## src/verilog/bbl_defines.svh

```systemverilog
// Constants for the bit-branch, loop and CPU control execution unit.
// Assumes inclusion by bare name from every file that needs a figure.
`ifndef BBL_DEFINES_SVH
`define BBL_DEFINES_SVH

// Instruction lengths in bytes
`define BBL_LEN_ONE   3'h1
`define BBL_LEN_TWO   3'h2
`define BBL_LEN_THREE 3'h3
`define BBL_LEN_FOUR  3'h4

// Instruction clocks, branch if bit set
`define BBL_CK_BT_SADDR_RAM 4'h8
`define BBL_CK_BT_SADDR_EXT 4'h9
`define BBL_CK_BT_SFR       4'hB
`define BBL_CK_BT_ACC       4'h8
`define BBL_CK_BT_PSW       4'h9
`define BBL_CK_BT_HL_RAM    4'hA
`define BBL_CK_BT_HL_EXT    4'hB

// Instruction clocks, branch if bit clear
`define BBL_CK_BF_SADDR_RAM 4'hA
`define BBL_CK_BF_SADDR_EXT 4'hB
`define BBL_CK_BF_SFR       4'hB
`define BBL_CK_BF_ACC       4'h8
`define BBL_CK_BF_PSW       4'hB
`define BBL_CK_BF_HL_RAM    4'hA
`define BBL_CK_BF_HL_EXT    4'hB

// Instruction clocks, branch if set then clear
`define BBL_CK_BC_MEM_RAM   4'hA
`define BBL_CK_BC_MEM_EXT   4'hC
`define BBL_CK_BC_ACC       4'h8

// Instruction clocks, loop and CPU control
`define BBL_CK_DB_REG       4'h6
`define BBL_CK_DB_SADDR_RAM 4'h8
`define BBL_CK_DB_SADDR_EXT 4'hA
`define BBL_CK_SEL          4'h4
`define BBL_CK_NOP          4'h2
`define BBL_CK_CTRL         4'h6

// Flag positions inside the program status word
`define BBL_PSW_Z  3'h6
`define BBL_PSW_AC 3'h4
`define BBL_PSW_CY 3'h0

`endif

```

## src/verilog/bbl_pkg.sv

```systemverilog
// Types shared by the execution unit and its timing table.
// Assumes bbl_defines.svh supplies the lengths, clock counts and flag positions; state codes are set here.
package bbl_pkg;

   // Instruction being executed
   typedef enum logic [3:0] {
      OP_BIT_SET, OP_BIT_CLR, OP_SET_CLR, OP_DEC_BNZ, OP_SEL,
      OP_NOP, OP_EI, OP_DI, OP_HALT, OP_STOP
   } bbl_op_type;

   // Where the tested bit or loop count lives
   typedef enum logic [2:0] {
      SP_SADDR, SP_SFR, SP_ACC, SP_PSW, SP_HL, SP_REG_B, SP_REG_C
   } bbl_space_type;

   // Operand kinds for 8-bit operation legality
   typedef enum logic [3:0] {
      OPND_IMM, OPND_ACC, OPND_REG, OPND_SFR, OPND_SADDR, OPND_ABS,
      OPND_PSW, OPND_DE_IND, OPND_HL_IND, OPND_HL_IDX, OPND_NONE
   } bbl_opnd_type;

   typedef enum logic [2:0] {
      CLS_MOV, CLS_XCH, CLS_ARITH, CLS_ROT, CLS_INCDEC
   } bbl_class_type;

   // Controller state, one-hot
   typedef enum logic [2:0] {
      ST_IDLE  = 3'b001,
      ST_COUNT = 3'b010,
      ST_DONE  = 3'b100
   } bbl_state_type;

   typedef struct packed {
      bbl_op_type    op;
      bbl_space_type space;
      logic [2:0]    bit_idx;
      logic [7:0]    jump_displacement;
      logic [15:0]   pc;
      logic [7:0]    opnd;
      logic          ext_area;
      logic [1:0]    register_bank_number;
   } bbl_req_type;

   typedef struct packed {
      logic [15:0] pc_next;
      logic        taken;
      logic        wb_en;
      logic [7:0]  wb_data;
      logic        flag_en;
      logic        zero;
      logic        auxiliary_carry_flag;
      logic        carry_flag;
   } bbl_res_type;

   typedef struct packed {
      bbl_class_type cls;
      bbl_opnd_type  first;
      bbl_opnd_type  second;
   } bbl_chk_type;

endpackage : bbl_pkg

```

## src/verilog/bbl_exec.sv

```systemverilog
// Execution unit for bit-test branches, the decrement loop, CPU
// control and an 8-bit operand legality check.
// Assumes operand fetch and write-back outside; results come at done.
`timescale 1ns/1ns
`default_nettype none
`include "bbl_defines.svh"

// How it works
// [RULE1] Counts run on CPU clock enable ticks
// [RULE2] Other data areas use the second column
// [RULE3] Set-bit branch: pc plus length plus displacement
// [RULE4] Set-bit branch takes eight to eleven clocks
// [RULE5] Clear-bit branch taken only when bit zero
// [RULE6] Clear-bit branch takes eight to eleven clocks
// [RULE7] Set-then-clear branches and clears set bit
// [RULE8] Status word clear updates flags; others untouched
// [RULE9] Register loop: decrement, branch if nonzero
// [RULE10] Memory loop: decrement, write back, branch
// [RULE11] Enable op sets master interrupt enable
// [RULE12] Disable op clears master interrupt enable
// [RULE13] Accumulator-first operand legality per operation class
// [RULE14] Bank select, no-op, halt and stop
// [RULE15] High-speed RAM or no data uses first column
module bbl_exec (
   // Clock and reset
   input  wire logic                 core_clk_in,
   input  wire logic                 srst_in,
   // CPU clock select (divide by 1, 2, 4, 8, 16)
   input  wire logic [2:0]           processor_clock_control_in,
   // Instruction request
   input  wire logic                 start_in,
   input  wire bbl_pkg::bbl_req_type req_in,
   output logic                      ready_out,
   output logic                      busy_out,
   // Completion
   output logic                      done_out,
   output bbl_pkg::bbl_res_type      res_out,
   output logic                      bad_form_out,
   // CPU control state
   output logic                      master_interrupt_enable_flag_out,
   output logic [1:0]                bank_select_bits_out,
   output logic                      halt_out,
   output logic                      stop_out,
   input  wire logic                 wake_in,
   // Operand legality query
   input  wire bbl_pkg::bbl_chk_type chk_in,
   output logic                      chk_legal_out
);

   bbl_pkg::bbl_state_type state_ff;
   bbl_pkg::bbl_state_type nxt_state;
   bbl_pkg::bbl_req_type   req_ff;
   bbl_pkg::bbl_req_type   nxt_req;
   bbl_pkg::bbl_res_type   res_ff;
   bbl_pkg::bbl_res_type   nxt_res;
   logic [3:0]             div_cnt_ff;
   logic [3:0]             nxt_div_cnt;
   logic [3:0]             div_mask;
   logic                   cpu_tick;
   logic [3:0]             clk_cnt_ff;
   logic [3:0]             nxt_clk_cnt;
   logic                   bad_ff;
   logic                   nxt_bad;
   logic                   ie_ff;
   logic                   nxt_ie;
   logic [1:0]             bank_ff;
   logic [1:0]             nxt_bank;
   logic                   halt_ff;
   logic                   nxt_halt;
   logic                   stop_ff;
   logic                   nxt_stop;
   logic [2:0]             len;
   logic [3:0]             clocks;
   logic                   form_ok;
   logic                   finish;
   logic                   tested;
   logic [7:0]             cleared;
   logic [7:0]             decd;
   logic                   taken;
   logic [15:0]            seq_pc;

   // Length and clock count of the latched instruction
   bbl_timing u_timing (
      .op_in       (req_ff.op),
      .space_in    (req_ff.space),
      .ext_area_in (req_ff.ext_area),
      .len_out     (len),
      .clocks_out  (clocks),
      .form_ok_out (form_ok)
   );

   // CPU clock enable divider; the counter runs free and the mask is decoded
   // combinationally, so a change of divisor takes effect in the same cycle
   always_comb begin
      case (processor_clock_control_in)
         3'h0:    div_mask = 4'h0;
         3'h1:    div_mask = 4'h1;
         3'h2:    div_mask = 4'h3;
         3'h3:    div_mask = 4'h7;
         default: div_mask = 4'hF;
      endcase
      nxt_div_cnt = div_cnt_ff + 4'h1;
      cpu_tick    = (div_cnt_ff & div_mask) == div_mask;
   end

   always_ff @(posedge core_clk_in) begin
      if (srst_in) begin
         div_cnt_ff <= 4'h0;
      end else begin
         div_cnt_ff <= nxt_div_cnt;
      end
   end

   // Datapath of the bit test and loop decrement
   always_comb begin
      tested  = req_ff.opnd[req_ff.bit_idx];
      cleared = req_ff.opnd & ~(8'h01 << req_ff.bit_idx);
      decd    = req_ff.opnd - 8'h01;
      seq_pc  = req_ff.pc + {13'h0000, len};
      case (req_ff.op)
         // [RULE3] taken on bit one
         bbl_pkg::OP_BIT_SET: taken = tested;
         // [RULE5] taken on bit zero
         bbl_pkg::OP_BIT_CLR: taken = ~tested;
         bbl_pkg::OP_SET_CLR: taken = tested;
         // [RULE9] branch on nonzero result
         bbl_pkg::OP_DEC_BNZ: taken = decd != 8'h00;
         default:             taken = 1'b0;
      endcase
      finish = (state_ff == bbl_pkg::ST_COUNT) && cpu_tick &&
               (clk_cnt_ff + 4'h1 == clocks);
   end

   // Result word, captured once when the count completes
   always_comb begin
      nxt_res = res_ff;
      if (finish) begin
         nxt_res.taken   = taken;
         nxt_res.pc_next = taken ?
            seq_pc + {{8{req_ff.jump_displacement[7]}},
                      req_ff.jump_displacement} : seq_pc;
         nxt_res.wb_en   = 1'b0;
         nxt_res.wb_data = req_ff.opnd;
         nxt_res.flag_en = 1'b0;
         // [RULE7] clear the bit only when taken
         if (req_ff.op == bbl_pkg::OP_SET_CLR && tested) begin
            nxt_res.wb_en   = 1'b1;
            nxt_res.wb_data = cleared;
            // [RULE8] flags follow the cleared word
            nxt_res.flag_en = req_ff.space == bbl_pkg::SP_PSW;
         end
         // [RULE10] decremented byte written back
         if (req_ff.op == bbl_pkg::OP_DEC_BNZ) begin
            nxt_res.wb_en   = 1'b1;
            nxt_res.wb_data = decd;
         end
         nxt_res.zero                 = cleared[`BBL_PSW_Z];
         nxt_res.auxiliary_carry_flag = cleared[`BBL_PSW_AC];
         nxt_res.carry_flag           = cleared[`BBL_PSW_CY];
      end
   end

   // Controller: accept, count CPU clocks, report
   always_comb begin
      nxt_state   = state_ff;
      nxt_req     = req_ff;
      nxt_clk_cnt = clk_cnt_ff;
      nxt_bad     = bad_ff;
      case (state_ff)
         bbl_pkg::ST_IDLE: begin
            if (start_in && ready_out) begin
               nxt_req     = req_in;
               nxt_clk_cnt = 4'h0;
               nxt_state   = bbl_pkg::ST_COUNT;
            end
         end
         bbl_pkg::ST_COUNT: begin
            // [RULE1] one count per CPU clock
            if (cpu_tick) begin
               nxt_clk_cnt = clk_cnt_ff + 4'h1;
            end
            if (finish) begin
               nxt_bad   = ~form_ok;
               nxt_state = bbl_pkg::ST_DONE;
            end
         end
         bbl_pkg::ST_DONE: nxt_state = bbl_pkg::ST_IDLE;
         default:          nxt_state = bbl_pkg::ST_IDLE;
      endcase
   end

   always_ff @(posedge core_clk_in) begin
      if (srst_in) begin
         state_ff   <= bbl_pkg::ST_IDLE;
         req_ff     <= '0;
         clk_cnt_ff <= 4'h0;
         bad_ff     <= 1'b0;
         res_ff     <= '0;
      end else begin
         state_ff   <= nxt_state;
         req_ff     <= nxt_req;
         clk_cnt_ff <= nxt_clk_cnt;
         bad_ff     <= nxt_bad;
         res_ff     <= nxt_res;
      end
   end

   // CPU control state changes at completion; a bad form does nothing.
   // Wake releases standby, but a standby entry in the same cycle wins.
   always_comb begin
      nxt_ie   = ie_ff;
      nxt_bank = bank_ff;
      nxt_halt = halt_ff & ~wake_in;
      nxt_stop = stop_ff & ~wake_in;
      if (finish && form_ok) begin
         case (req_ff.op)
            // [RULE11] enable interrupts
            bbl_pkg::OP_EI:   nxt_ie = 1'b1;
            // [RULE12] disable interrupts
            bbl_pkg::OP_DI:   nxt_ie = 1'b0;
            // [RULE14] bank and standby
            bbl_pkg::OP_SEL:  nxt_bank = req_ff.register_bank_number;
            bbl_pkg::OP_HALT: nxt_halt = 1'b1;
            bbl_pkg::OP_STOP: nxt_stop = 1'b1;
            default:          ;
         endcase
      end
   end

   always_ff @(posedge core_clk_in) begin
      if (srst_in) begin
         ie_ff   <= 1'b0;
         bank_ff <= 2'h0;
         halt_ff <= 1'b0;
         stop_ff <= 1'b0;
      end else begin
         ie_ff   <= nxt_ie;
         bank_ff <= nxt_bank;
         halt_ff <= nxt_halt;
         stop_ff <= nxt_stop;
      end
   end

   // 8-bit operand legality; the accumulator-first row is the broad one
   always_comb begin
      chk_legal_out = 1'b0;
      case (chk_in.first)
         // [RULE13] accumulator first row
         bbl_pkg::OPND_ACC: begin
            case (chk_in.cls)
               bbl_pkg::CLS_ARITH: chk_legal_out =
                  chk_in.second inside {bbl_pkg::OPND_IMM,
                     bbl_pkg::OPND_REG, bbl_pkg::OPND_SADDR,
                     bbl_pkg::OPND_ABS, bbl_pkg::OPND_HL_IND,
                     bbl_pkg::OPND_HL_IDX};
               bbl_pkg::CLS_MOV,
               bbl_pkg::CLS_XCH: chk_legal_out =
                  chk_in.second inside {bbl_pkg::OPND_REG,
                     bbl_pkg::OPND_SFR, bbl_pkg::OPND_SADDR,
                     bbl_pkg::OPND_ABS, bbl_pkg::OPND_DE_IND,
                     bbl_pkg::OPND_HL_IND, bbl_pkg::OPND_HL_IDX} ||
                  (chk_in.cls == bbl_pkg::CLS_MOV &&
                   chk_in.second == bbl_pkg::OPND_PSW);
               bbl_pkg::CLS_ROT: chk_legal_out =
                  chk_in.second == bbl_pkg::OPND_NONE;
               default: chk_legal_out = 1'b0;
            endcase
         end
         bbl_pkg::OPND_REG: chk_legal_out =
            (chk_in.cls == bbl_pkg::CLS_MOV &&
             chk_in.second inside {bbl_pkg::OPND_IMM,
                                   bbl_pkg::OPND_ACC}) ||
            (chk_in.cls == bbl_pkg::CLS_ARITH &&
             chk_in.second == bbl_pkg::OPND_ACC) ||
            (chk_in.cls == bbl_pkg::CLS_INCDEC &&
             chk_in.second == bbl_pkg::OPND_NONE);
         bbl_pkg::OPND_SADDR: chk_legal_out =
            (chk_in.cls == bbl_pkg::CLS_MOV &&
             chk_in.second inside {bbl_pkg::OPND_IMM,
                                   bbl_pkg::OPND_ACC}) ||
            (chk_in.cls == bbl_pkg::CLS_ARITH &&
             chk_in.second == bbl_pkg::OPND_IMM) ||
            (chk_in.cls == bbl_pkg::CLS_INCDEC &&
             chk_in.second == bbl_pkg::OPND_NONE);
         bbl_pkg::OPND_SFR,
         bbl_pkg::OPND_PSW: chk_legal_out =
            chk_in.cls == bbl_pkg::CLS_MOV &&
            chk_in.second inside {bbl_pkg::OPND_IMM, bbl_pkg::OPND_ACC};
         bbl_pkg::OPND_ABS,
         bbl_pkg::OPND_DE_IND,
         bbl_pkg::OPND_HL_IDX: chk_legal_out =
            chk_in.cls == bbl_pkg::CLS_MOV &&
            chk_in.second == bbl_pkg::OPND_ACC;
         bbl_pkg::OPND_HL_IND: chk_legal_out =
            (chk_in.cls == bbl_pkg::CLS_MOV &&
             chk_in.second == bbl_pkg::OPND_ACC) ||
            (chk_in.cls == bbl_pkg::CLS_ROT &&
             chk_in.second == bbl_pkg::OPND_NONE);
         default: chk_legal_out = 1'b0;
      endcase
   end

   // Outputs; standby refuses new work until wake
   assign ready_out    = (state_ff == bbl_pkg::ST_IDLE) &&
                         ~halt_ff && ~stop_ff;
   assign busy_out     = state_ff != bbl_pkg::ST_IDLE;
   assign done_out     = state_ff == bbl_pkg::ST_DONE;
   assign res_out      = res_ff;
   assign bad_form_out = bad_ff & done_out;
   assign master_interrupt_enable_flag_out = ie_ff;
   assign bank_select_bits_out = bank_ff;
   assign halt_out     = halt_ff;
   assign stop_out     = stop_ff;

endmodule : bbl_exec
`default_nettype wire

```

## src/verilog/bbl_timing.sv

```systemverilog
// Length and clock-count table for each instruction form.
// Assumes ext_area_in is high when a data area other than the internal
// high-speed RAM is touched; forms with one column ignore it.
`timescale 1ns/1ns
`default_nettype none
`include "bbl_defines.svh"

module bbl_timing (
   // Instruction form
   input  wire bbl_pkg::bbl_op_type    op_in,
   input  wire bbl_pkg::bbl_space_type space_in,
   input  wire logic                   ext_area_in,
   // Table answer
   output logic [2:0]                  len_out,
   output logic [3:0]                  clocks_out,
   output logic                        form_ok_out
);

   // Table lookup; unknown forms report as bad and cost a no-op, except set-then-clear, which keeps its memory count
   always_comb begin
      len_out     = `BBL_LEN_ONE;
      clocks_out  = `BBL_CK_NOP;
      form_ok_out = 1'b1;
      case (op_in)
         // [RULE4] set-bit timing
         bbl_pkg::OP_BIT_SET: begin
            len_out = `BBL_LEN_THREE;
            case (space_in)
               // [RULE2] second column select
               bbl_pkg::SP_SADDR: clocks_out = ext_area_in ?
                  `BBL_CK_BT_SADDR_EXT : `BBL_CK_BT_SADDR_RAM;
               bbl_pkg::SP_SFR: begin
                  len_out    = `BBL_LEN_FOUR;
                  clocks_out = `BBL_CK_BT_SFR;
               end
               bbl_pkg::SP_ACC: clocks_out = `BBL_CK_BT_ACC;
               bbl_pkg::SP_PSW: clocks_out = `BBL_CK_BT_PSW;
               // [RULE15] first column select
               bbl_pkg::SP_HL: clocks_out = ext_area_in ?
                  `BBL_CK_BT_HL_EXT : `BBL_CK_BT_HL_RAM;
               default: form_ok_out = 1'b0;
            endcase
         end
         // [RULE6] clear-bit timing
         bbl_pkg::OP_BIT_CLR: begin
            len_out = `BBL_LEN_FOUR;
            case (space_in)
               bbl_pkg::SP_SADDR: clocks_out = ext_area_in ?
                  `BBL_CK_BF_SADDR_EXT : `BBL_CK_BF_SADDR_RAM;
               bbl_pkg::SP_SFR: clocks_out = `BBL_CK_BF_SFR;
               bbl_pkg::SP_ACC: begin
                  len_out    = `BBL_LEN_THREE;
                  clocks_out = `BBL_CK_BF_ACC;
               end
               bbl_pkg::SP_PSW: clocks_out = `BBL_CK_BF_PSW;
               bbl_pkg::SP_HL: begin
                  len_out    = `BBL_LEN_THREE;
                  clocks_out = ext_area_in ?
                     `BBL_CK_BF_HL_EXT : `BBL_CK_BF_HL_RAM;
               end
               default: form_ok_out = 1'b0;
            endcase
         end
         // [RULE7] set-then-clear timing
         bbl_pkg::OP_SET_CLR: begin
            len_out    = `BBL_LEN_FOUR;
            clocks_out = ext_area_in ?
               `BBL_CK_BC_MEM_EXT : `BBL_CK_BC_MEM_RAM;
            case (space_in)
               bbl_pkg::SP_SADDR: ;
               bbl_pkg::SP_SFR,
               bbl_pkg::SP_PSW: clocks_out = `BBL_CK_BC_MEM_EXT;
               bbl_pkg::SP_ACC: begin
                  len_out    = `BBL_LEN_THREE;
                  clocks_out = `BBL_CK_BC_ACC;
               end
               bbl_pkg::SP_HL: len_out = `BBL_LEN_THREE;
               default: form_ok_out = 1'b0;
            endcase
         end
         bbl_pkg::OP_DEC_BNZ: begin
            case (space_in)
               // [RULE9] register loop timing
               bbl_pkg::SP_REG_B,
               bbl_pkg::SP_REG_C: begin
                  len_out    = `BBL_LEN_TWO;
                  clocks_out = `BBL_CK_DB_REG;
               end
               // [RULE10] memory loop timing
               bbl_pkg::SP_SADDR: begin
                  len_out    = `BBL_LEN_THREE;
                  clocks_out = ext_area_in ?
                     `BBL_CK_DB_SADDR_EXT : `BBL_CK_DB_SADDR_RAM;
               end
               default: form_ok_out = 1'b0;
            endcase
         end
         // [RULE14] control op timing
         bbl_pkg::OP_SEL: begin
            len_out    = `BBL_LEN_TWO;
            clocks_out = `BBL_CK_SEL;
         end
         bbl_pkg::OP_NOP: ;
         // [RULE11] enable timing
         bbl_pkg::OP_EI,
         // [RULE12] disable timing
         bbl_pkg::OP_DI,
         bbl_pkg::OP_HALT,
         bbl_pkg::OP_STOP: begin
            len_out    = `BBL_LEN_TWO;
            clocks_out = `BBL_CK_CTRL;
         end
         default: form_ok_out = 1'b0;
      endcase
   end

endmodule : bbl_timing
`default_nettype wire
```

## config.mk

```make
export PLATFORM = sky130hd
export DESIGN_NAME = bbl_exec
export DESIGN_NICKNAME = d
export VERILOG_FILES = /design/src/verilog/bbl_pkg.sv /design/src/verilog/bbl_exec.sv /design/src/verilog/bbl_timing.sv
export VERILOG_INCLUDE_DIRS = /design/src /design/src/verilog
export SDC_FILE = /design/constraint.sdc
export NUM_CORES = 1
export LEC_CHECK = 0
export ABC_AREA = 1
export BUFFER_PORTS_ARGS = -buffer_cell sky130_fd_sc_hd__buf_2
export CAP_MARGIN = 10
export CORE_ASPECT_RATIO = 0.75
export CORE_MARGIN = 2
export CORE_UTILIZATION = 48
export CTS_BUF_LIST = sky130_fd_sc_hd__clkbuf_8 sky130_fd_sc_hd__clkbuf_16
export CTS_CLUSTER_DIAMETER = 80
export DETAILED_ROUTE_END_ITERATION = 6
export PLACE_DENSITY = 0.7
export SLEW_MARGIN = 20
export SYNTH_ARGS = -nofsm -noshare
export SYNTH_HDL_FRONTEND = slang
export SYNTH_SLANG_ARGS = --single-unit
```

## constraint.sdc

```tcl
create_clock -name core_clk_in -period 5.21 [get_ports core_clk_in]
set_clock_uncertainty 0.15 [all_clocks]
set_input_delay 0.521 -clock core_clk_in [delete_from_list [all_inputs] [get_ports core_clk_in]]
set_output_delay 0.521 -clock core_clk_in [all_outputs]
set_load 0.005 [all_outputs]
```

==> run summary, run 1 <==
Via count = 5865
H-tree levels = 3
Most frequent cells after synthesis = nand2_1 (188), nor2_1 (113), dfxtp_1 (92), a21oi_1 (90), inv_1 (89)
Max-cap viol count = 0
Die Footprint = 0.0128 mm²
Count of pins over their slew limit = 0
Initial DRT Pass Iterations = 5
Vias in the first global route = 5060
Period utilization = 81.3%
Slew @ Worst Pin = 0.740 ns
Post-DR vias/cell = 5.18
RSZ-0062 raised after global routing = no
Clock-pin slew on the worst setup and hold paths = 0.07 ns
Finished Layout Cells = 1132
Die width = 130 µm
CP max stage cell = dfxtp_1
Hold Buf Count CTS = 0
Min-delay src = req_in[31]
Antenna-violating nets left = 0
P_leak = 3.23 nW
Register area share after synthesis = 32.2%
Total congestion overflow = 0
Syn avg cell area = 6.48 µm²
Fill count = 1188
Gates resized, CTS repair = 0
Final hold violation count = 0
Crit path max fanout = 7
Top FF cell, synth = dfxtp_1
Initial antenna violation count = 0
RD Place Congestion = 1.03
CP endpoint kind = register
Core ar. = 0.0116 mm²
Achievable frequency = 236 MHz
Final TNS setup = 0 ns
Crit path buf inv count = 3
Num CTS Buffers = 9
DRC viols = 0
Site Rows = 34
CTS tree = done
Placed cells = 1116
Peak supply drop = 0.185 mV
Area share of the largest cell type after synthesis = 32.2%
Top-count cell post-synth = nand2_1
Total I/O pin count = 103
Status = finished clean
Relative slew slack = 50.5%
CP delay by family, top = simple AND/OR/NAND/NOR gates
Worst setup SP type = register
Clk_lat worst skew = 0.35 ns
Final HPWL DP = 11.9 mm
Synthesis-to-layout area growth = 15.9%
Pwr Density = 327 mW/mm²
Clock tree buffer depth = 2
Layout cells sized above 1 = 14.1%
Design area = 0.00662 mm²
GRT Resource Usage Total = 25.3%
Crit Path Category = reg2reg
Post-synth cell types = 43
HP Class = in2reg
CTS root buf = clkbuf_16
First-pass GRT wire length = 25.9 mm
Worst setup path start = req_ff[43]
Min cycle time layout = 4.24 ns
Top post-synthesis cells by area = dfxtp_1 (32%), nand2_1 (12%), a21oi_1 (7.9%)
Arrival time worst endpoint = 4.33 ns
Post-synthesis cell count = 881
Cell taking the most area after synthesis = dfxtp_1
Synth Register Bits = 92
Number of synthesized flops with an enable pin = 0
Synth warnings = 0
Syn_nets = 969
Die height = 98.5 µm
Sink Count = 92
Initial core utilization = 49.2%
Initial drt markers = 480
Largest net degree at the start of global routing = 65
R2R Path Start = req_ff[43]
Placed cell area = 0.00630 mm²
Final setup fails = 0
Post-CTS Setup Repair Bufs = 0
Synthesized area = 0.00571 mm²
Wire per inst = 13.9 µm
Critical path's largest stage delay = 0.45 ns
Total wire length = 15.7 mm
Port-buffer cells = 102
Nets = 1053
Antenna Cells = 0
FFs w/ async S/R, synth = 0%
Worst endpoint required time = 5.30 ns
Most used cell, CP = nand2_1
-- metal layers --
layer | share of wire (%) | wire [µm] | GRT usage, %
met1 | 55 | 8620 | 44.3
met2 | 35 | 5510 | 30.6
met3 | 9.2 | 1440 | 4.40
met4 | 0.73 | 114 | 5.21
met5 | 0 | 0 | 0
-- metrics by stage --
| step | util, % | power (mW) | worst slack [ns] | hold WS (ns) |
|---|---|---|---|---|
| global placement | 54.3 | 1.46 | 1.14 | 0.298 |
| CTS | 57.0 | 2.16 | 1.04 | 0.234 |
| global route | 57.0 | 2.29 | 0.399 | 0.246 |
| finish | 57.0 | 2.16 | 0.972 | 0.245 |
| detailed placement | 54.3 | 1.46 | 1.06 | 0.303 |
| floorplan | - | 1.29 | 1.55 | 0.280 |
-- state kept, by name, indices dropped and copies added (netlist names) --
signal and flops:
state_ff 3, req_ff 45, div_cnt_ff 4, halt_out 1, stop_out 1, clk_cnt_ff 4, bad_ff 1, master_interrupt_enable_flag_out 1
bank_select_bits_out 2, res_out 30
-- cells by family after synthesis --
group | after synthesis | share of synthesized area (%)
DFF | 92 | 32.2
AOI/OAI and AO/OA | 202 | 18.9
xor gates and xnor gates | 26 | 3.99
adders and majority gates | 25 | 5.74
and+or+nand+nor | 408 | 30.0
buffers and inverters | 128 | 9.09
-- path summary, 6_finish.rpt --
path              depth (start not counted)     endpoint  slack, ns
setup reg to reg                         27  res_out[29]       0.97
setup / recovery                         27  res_out[29]       0.97
hold / removal                            3   req_ff[31]       0.25
hold reg to reg                           2    req_ff[0]       0.31
-- power by group --
part / leakage [nW] / internal [mW] / total [mW] / switching, mW
combinational: 2.32 / 0.218 / 0.664 / 0.446
clock: 0.158 / 0.423 / 0.697 / 0.273
sequential: 0.753 / 0.753 / 0.802 / 0.0489
total: 3.23 / 1.39 / 2.16 / 0.768
-- cells in the final DEF (no fill, tap or decap), drive strengths merged, types with 2 or more instances in the layout --
| master | Yosys | layout |
|---|---|---|
| inv | 95 | 95 |
| o21bai | 3 | 3 |
| o21ai | 82 | 82 |
| nor3 | 8 | 8 |
| and2 | 2 | 2 |
| nand2 | 190 | 190 |
| xor2 | 22 | 22 |
| a21oi | 90 | 90 |
| a21boi | 2 | 2 |
| xnor2 | 4 | 4 |
| nand3 | 76 | 76 |
| a31oi | 8 | 8 |
| a21o | 3 | 3 |
| buf | 11 | 106 |
| o31ai | 4 | 4 |
| fa | 2 | 2 |
| clkbuf | 22 | 13 |
| nand4 | 12 | 12 |
| nor4 | 3 | 3 |
| a22oi | 2 | 2 |
| ha | 23 | 23 |
| dfxtp | 92 | 92 |
| o211ai | 2 | 2 |
| nor2 | 116 | 116 |
-- tightest hold or removal path, delay by kind of cell --
| kind | cells | cell delay (ns) |
|---|---|---|
| buffers and inverters | 1 | 0.08 |
| AND/OR/NAND/NOR | 2 | 0.11 |
-- area by class of cell --
type | instances | area [µm²] | share of cell area, %
Timing Repair Buffer | 106 | 541 | 8.16
Sequential cell | 92 | 1840 | 27.8
Clock buffer | 13 | 280 | 4.23
Clock inverter | 3 | 42.5 | 0.642
Tap cell | 162 | 203 | 3.06
Multi-Input combinational cell | 661 | 3360 | 50.7
Inverter | 95 | 357 | 5.38
No activity file was read; power rests on OpenSTA's default activity.
==> run 2, diff against run 1 <==
- ABC_AREA: 1 -> 0
- PLACE_DENSITY: 0.7 -> 0.73
- clock period: 5.21 -> 3.8 ns (I/O delays scaled with it)
==> run summary, run 2 <==
Crit path cell chain = xor2_2 > a21oi_2 > nor2_1 > o21ba_2 > o21ai_2 > ha_2 > fa_2 > a21oi_4 > buf_6 > nor3b_4 > xor2_1 > ha_1 > o21a_1 > buf_4 > a2111o_1 > and3_1 > or3_1 > nand3_1 > a311oi_1
DRC viols = 0 (unchanged)
Vias in the first global route = 5496 (was 5060)
Placed cells = 1000 (was 1116)
Worst endpoint required time = 3.84 ns (was 5.30 ns)
Placed cell area = 0.00675 mm² (was 0.00630 mm²)
Peak supply drop = 0.261 mV (was 0.185 mV)
Achievable frequency = 239 MHz (was 236 MHz)
Post-synthesis cell count = 726 (was 881)
Synthesized area = 0.00561 mm² (was 0.00571 mm²)
Relative slew slack = 38.3% (was 50.5%)
Crit Path Category = reg2reg (unchanged)
Wire per inst = 16.6 µm (was 13.9 µm)
First-pass GRT wire length = 27.2 mm (was 25.9 mm)
Max FFs per register = 45 (unchanged)
Commonest non-fill, non-tap cell in the layout = nand2_1 (unchanged)
Fin worst setup slack = -0.381 ns (was 0.972 ns)
R2r setup slk = -0.38 ns (was 0.97 ns)
Top-count cell post-synth = nand2_1 (unchanged)
Crit path max fanout = 4 (was 7)
Hold Buf Count CTS = 0 (unchanged)
Nets = 976 (was 1053)
Number of synthesized flops with an enable pin = 0 (unchanged)
Most frequent cells in the layout = nand2_1 (128), buf_2 (102), a21oi_1 (98), buf_4 (95), dfxtp_1 (85) (was nand2_1 (188), nor2_1 (112), buf_2 (102), dfxtp_1 (92), a21oi_1 (90))
Largest net degree at the start of global routing = 50 (was 65)
Hold Path Stages = 3 (unchanged)
Clock-pin slew on the worst setup and hold paths = 0.07 ns (about the same)
H-tree levels = 3 (unchanged)
CP endpoint kind = register (unchanged)
Most frequent cells after synthesis = nand2_1 (128), a21oi_1 (102), dfxtp_1 (92), nor2_1 (41), clkbuf_1 (35) (was nand2_1 (188), nor2_1 (113), dfxtp_1 (92), a21oi_1 (90), inv_1 (89))
Arrival time worst endpoint = 4.22 ns (was 4.33 ns)
Via count = 6007 (was 5865)
Min cycle time layout = 4.18 ns (was 4.24 ns)
Num CTS Buffers = 9 (unchanged)
Syn_nets = 814 (was 969)
Pwr Density = 378 mW/mm² (was 327 mW/mm²)
Initial antenna violation count = 0 (unchanged)
Core ar. = 0.0115 mm² (was 0.0116 mm²)
Sink Count = 92 (unchanged)
Min-delay src = req_in[42] (was req_in[31])
CTS tree = done (unchanged)
Final TNS setup = -2.21 ns (was 0 ns)
CP max stage cell = a2111o_1 (was dfxtp_1)
Top post-synthesis cells by area = dfxtp_1 (33%), a21oi_1 (9.1%), nand2_1 (8.6%) (was dfxtp_1 (32%), nand2_1 (12%), a21oi_1 (7.9%))
Total I/O pin count = 103 (unchanged)
Synth Register Bits = 92 (unchanged)
Total wire length = 17.2 mm (was 15.7 mm)
Initial core utilization = 48.8% (was 49.2%)
Design area = 0.00747 mm² (was 0.00662 mm²)
Post-synth cell types = 71 (was 43)
Critical path's largest stage delay = 0.42 ns (was 0.45 ns)
Syn avg cell area = 7.73 µm² (was 6.48 µm²)
Initial DRT Pass Iterations = 5 (unchanged)
Worst hold slack = 0.109 ns (was 0.245 ns)
Fill count = 959 (was 1188)
Final setup fails = 9 (was 0)
Die Footprint = 0.0126 mm² (was 0.0128 mm²)
Clk_lat worst skew = 0.35 ns (about the same)
Largest Register = req_ff (unchanged)
Count of pins over their slew limit = 0 (unchanged)
Port-buffer cells = 102 (unchanged)
Final HPWL DP = 12.2 mm (was 11.9 mm)
Period utilization = 110% (was 81.3%)
WHS Endpoint = req_ff[42] (was req_ff[31])
FF-to-FF End = res_out[28] (was res_out[29])
Cell taking the most area after synthesis = dfxtp_1 (unchanged)
RD Place Congestion = 0.940 (was 1.03)
Area share of the largest cell type after synthesis = 32.8% (was 32.2%)
Total congestion overflow = 0 (unchanged)
Worst setup SP type = register (unchanged)
GRT Resource Usage Total = 26.7% (was 25.3%)
R2R Path Start = req_ff[39] (was req_ff[43])
Max-cap viol count = 0 (unchanged)
Failing checks = setup timing
Antenna-violating nets left = 0 (unchanged)
Layout cells sized above 1 = 30.5% (was 14.1%)
Worst reg-to-reg path cell count = 19 (was 27)
Top FF cell, synth = dfxtp_1 (unchanged)
P_leak = 3.22 nW (was 3.23 nW)
Status = finished with violations (was finished clean)
Die height = 97.6 µm (was 98.5 µm)
Finished Layout Cells = 1037 (was 1132)
Synthesis-to-layout area growth = 33.1% (was 15.9%)
FFs w/ async S/R, synth = 0% (unchanged)
RSZ-0062 raised after global routing = yes (was no)
HP Class = in2reg (unchanged)
Die width = 129 µm (was 130 µm)
Site Rows = 34 (unchanged)
Initial drt markers = 572 (was 480)
Register area share after synthesis = 32.8% (was 32.2%)
Post-DR vias/cell = 5.79 (was 5.18)
Antenna Cells = 0 (unchanged)
Synth warnings = 0 (unchanged)
Final hold violation count = 0 (unchanged)
Slew @ Worst Pin = 0.925 ns (was 0.740 ns)
Clock tree buffer depth = 2 (unchanged)
CTS root buf = clkbuf_16 (unchanged)
run 2: cell count changes after synthesis, moves of 13 or more:
cell      delta
nor2_1      -72
inv_1       -71
nand2_1     -60
nand3_1     -58
o21ai_0     -50
nor3_1      +15
a311oi_1    +13
clkbuf_1    +13
xnor2_1     +13
run 2: worst max-delay path: cells and delay by family, from the launching register on:
kind	cells	cell delay, ns
AOI/OAI and AO/OA	7	1.23
xor gates and xnor gates	2	0.40
adders and majority gates	3	0.72
buffers and inverters	2	0.28
DFF	1	0.35
and+or+nand+nor	5	0.88
run 2: cells by family (layout without fill, tap and decap cells):
family                     after synthesis  in the layout  synth area share, %
xor gates and xnor gates                31             31                 4.97
and+or+nand+nor                        276            276                 23.2
buffers and inverters                   67            234                 5.04
adders and majority gates               26             26                 6.02
muxes                                   14             14                 2.97
DFF                                     92             92                 32.8
AOI/OAI and AO/OA                      220            220                 24.9
run 2: repair_timing:
item,CTS,global route
endpoints found under the setup margin,8,10
resized for setup,34,9
buffers inserted,20,2
pin swaps,30,9
gates cloned,0,0
run 2: worst max-delay path by stage:
stage	start	endpoint	slack [ns]	cells past startpoint
5_1_grt	req_ff[41]	res_out[28]	-0.56	18
3_3_place_gp	req_ff[38]	res_out[28]	-0.26	18
3_5_place_dp	req_ff[38]	res_out[27]	-0.40	18
2_1_floorplan	req_ff[44]	res_out[25]	-0.23	19
4_1_cts	req_ff[42]	res_out[28]	-0.22	18
6_report	req_ff[39]	res_out[28]	-0.38	19
run 2: area by class of cell:
class                           instances  area, µm²  share of cell area (%)
Clock buffer                           10        239                    3.20
Clock inverter                          6        116                    1.56
Timing Repair Buffer                  199       1250                    16.7
Tap cell                              144        180                    2.41
Multi-Input combinational cell        567       3750                    50.3
Inverter                               19       71.3                   0.955
Sequential cell                        92       1860                    24.9
run 2: metal layers:
layer | wire [µm] | vias to the layer above | share of wire, % | global-route usage [%]
met5 | 0 | - | 0 | 0
li1 | - | 2945 | - | -
met3 | 1070 | 23 | 6.2 | 3.96
met1 | 8210 | 2817 | 48 | 39.4
met4 | 286 | 0 | 1.7 | 7.11
met2 | 7670 | 222 | 45 | 40.6
run 2: power breakdown:
part / total (mW) / switching, mW / leakage [nW] / internal [mW]
registers: 1.05 / 0.0523 / 0.753 / 1.00
clock network: 1.07 / 0.406 / 0.174 / 0.667
logic: 0.695 / 0.374 / 2.29 / 0.321
total: 2.82 / 0.833 / 3.22 / 1.99
run 2: per-stage QoR:
stage	util (%)	worst slack, ns	power, mW
after floorplan	-	-0.232	1.44
after global placement	58.8	-0.256	1.65
after detailed placement	58.8	-0.397	1.68
after CTS	64.5	-0.220	2.79
after global routing	65.0	-0.560	2.94
final	65.0	-0.381	2.82
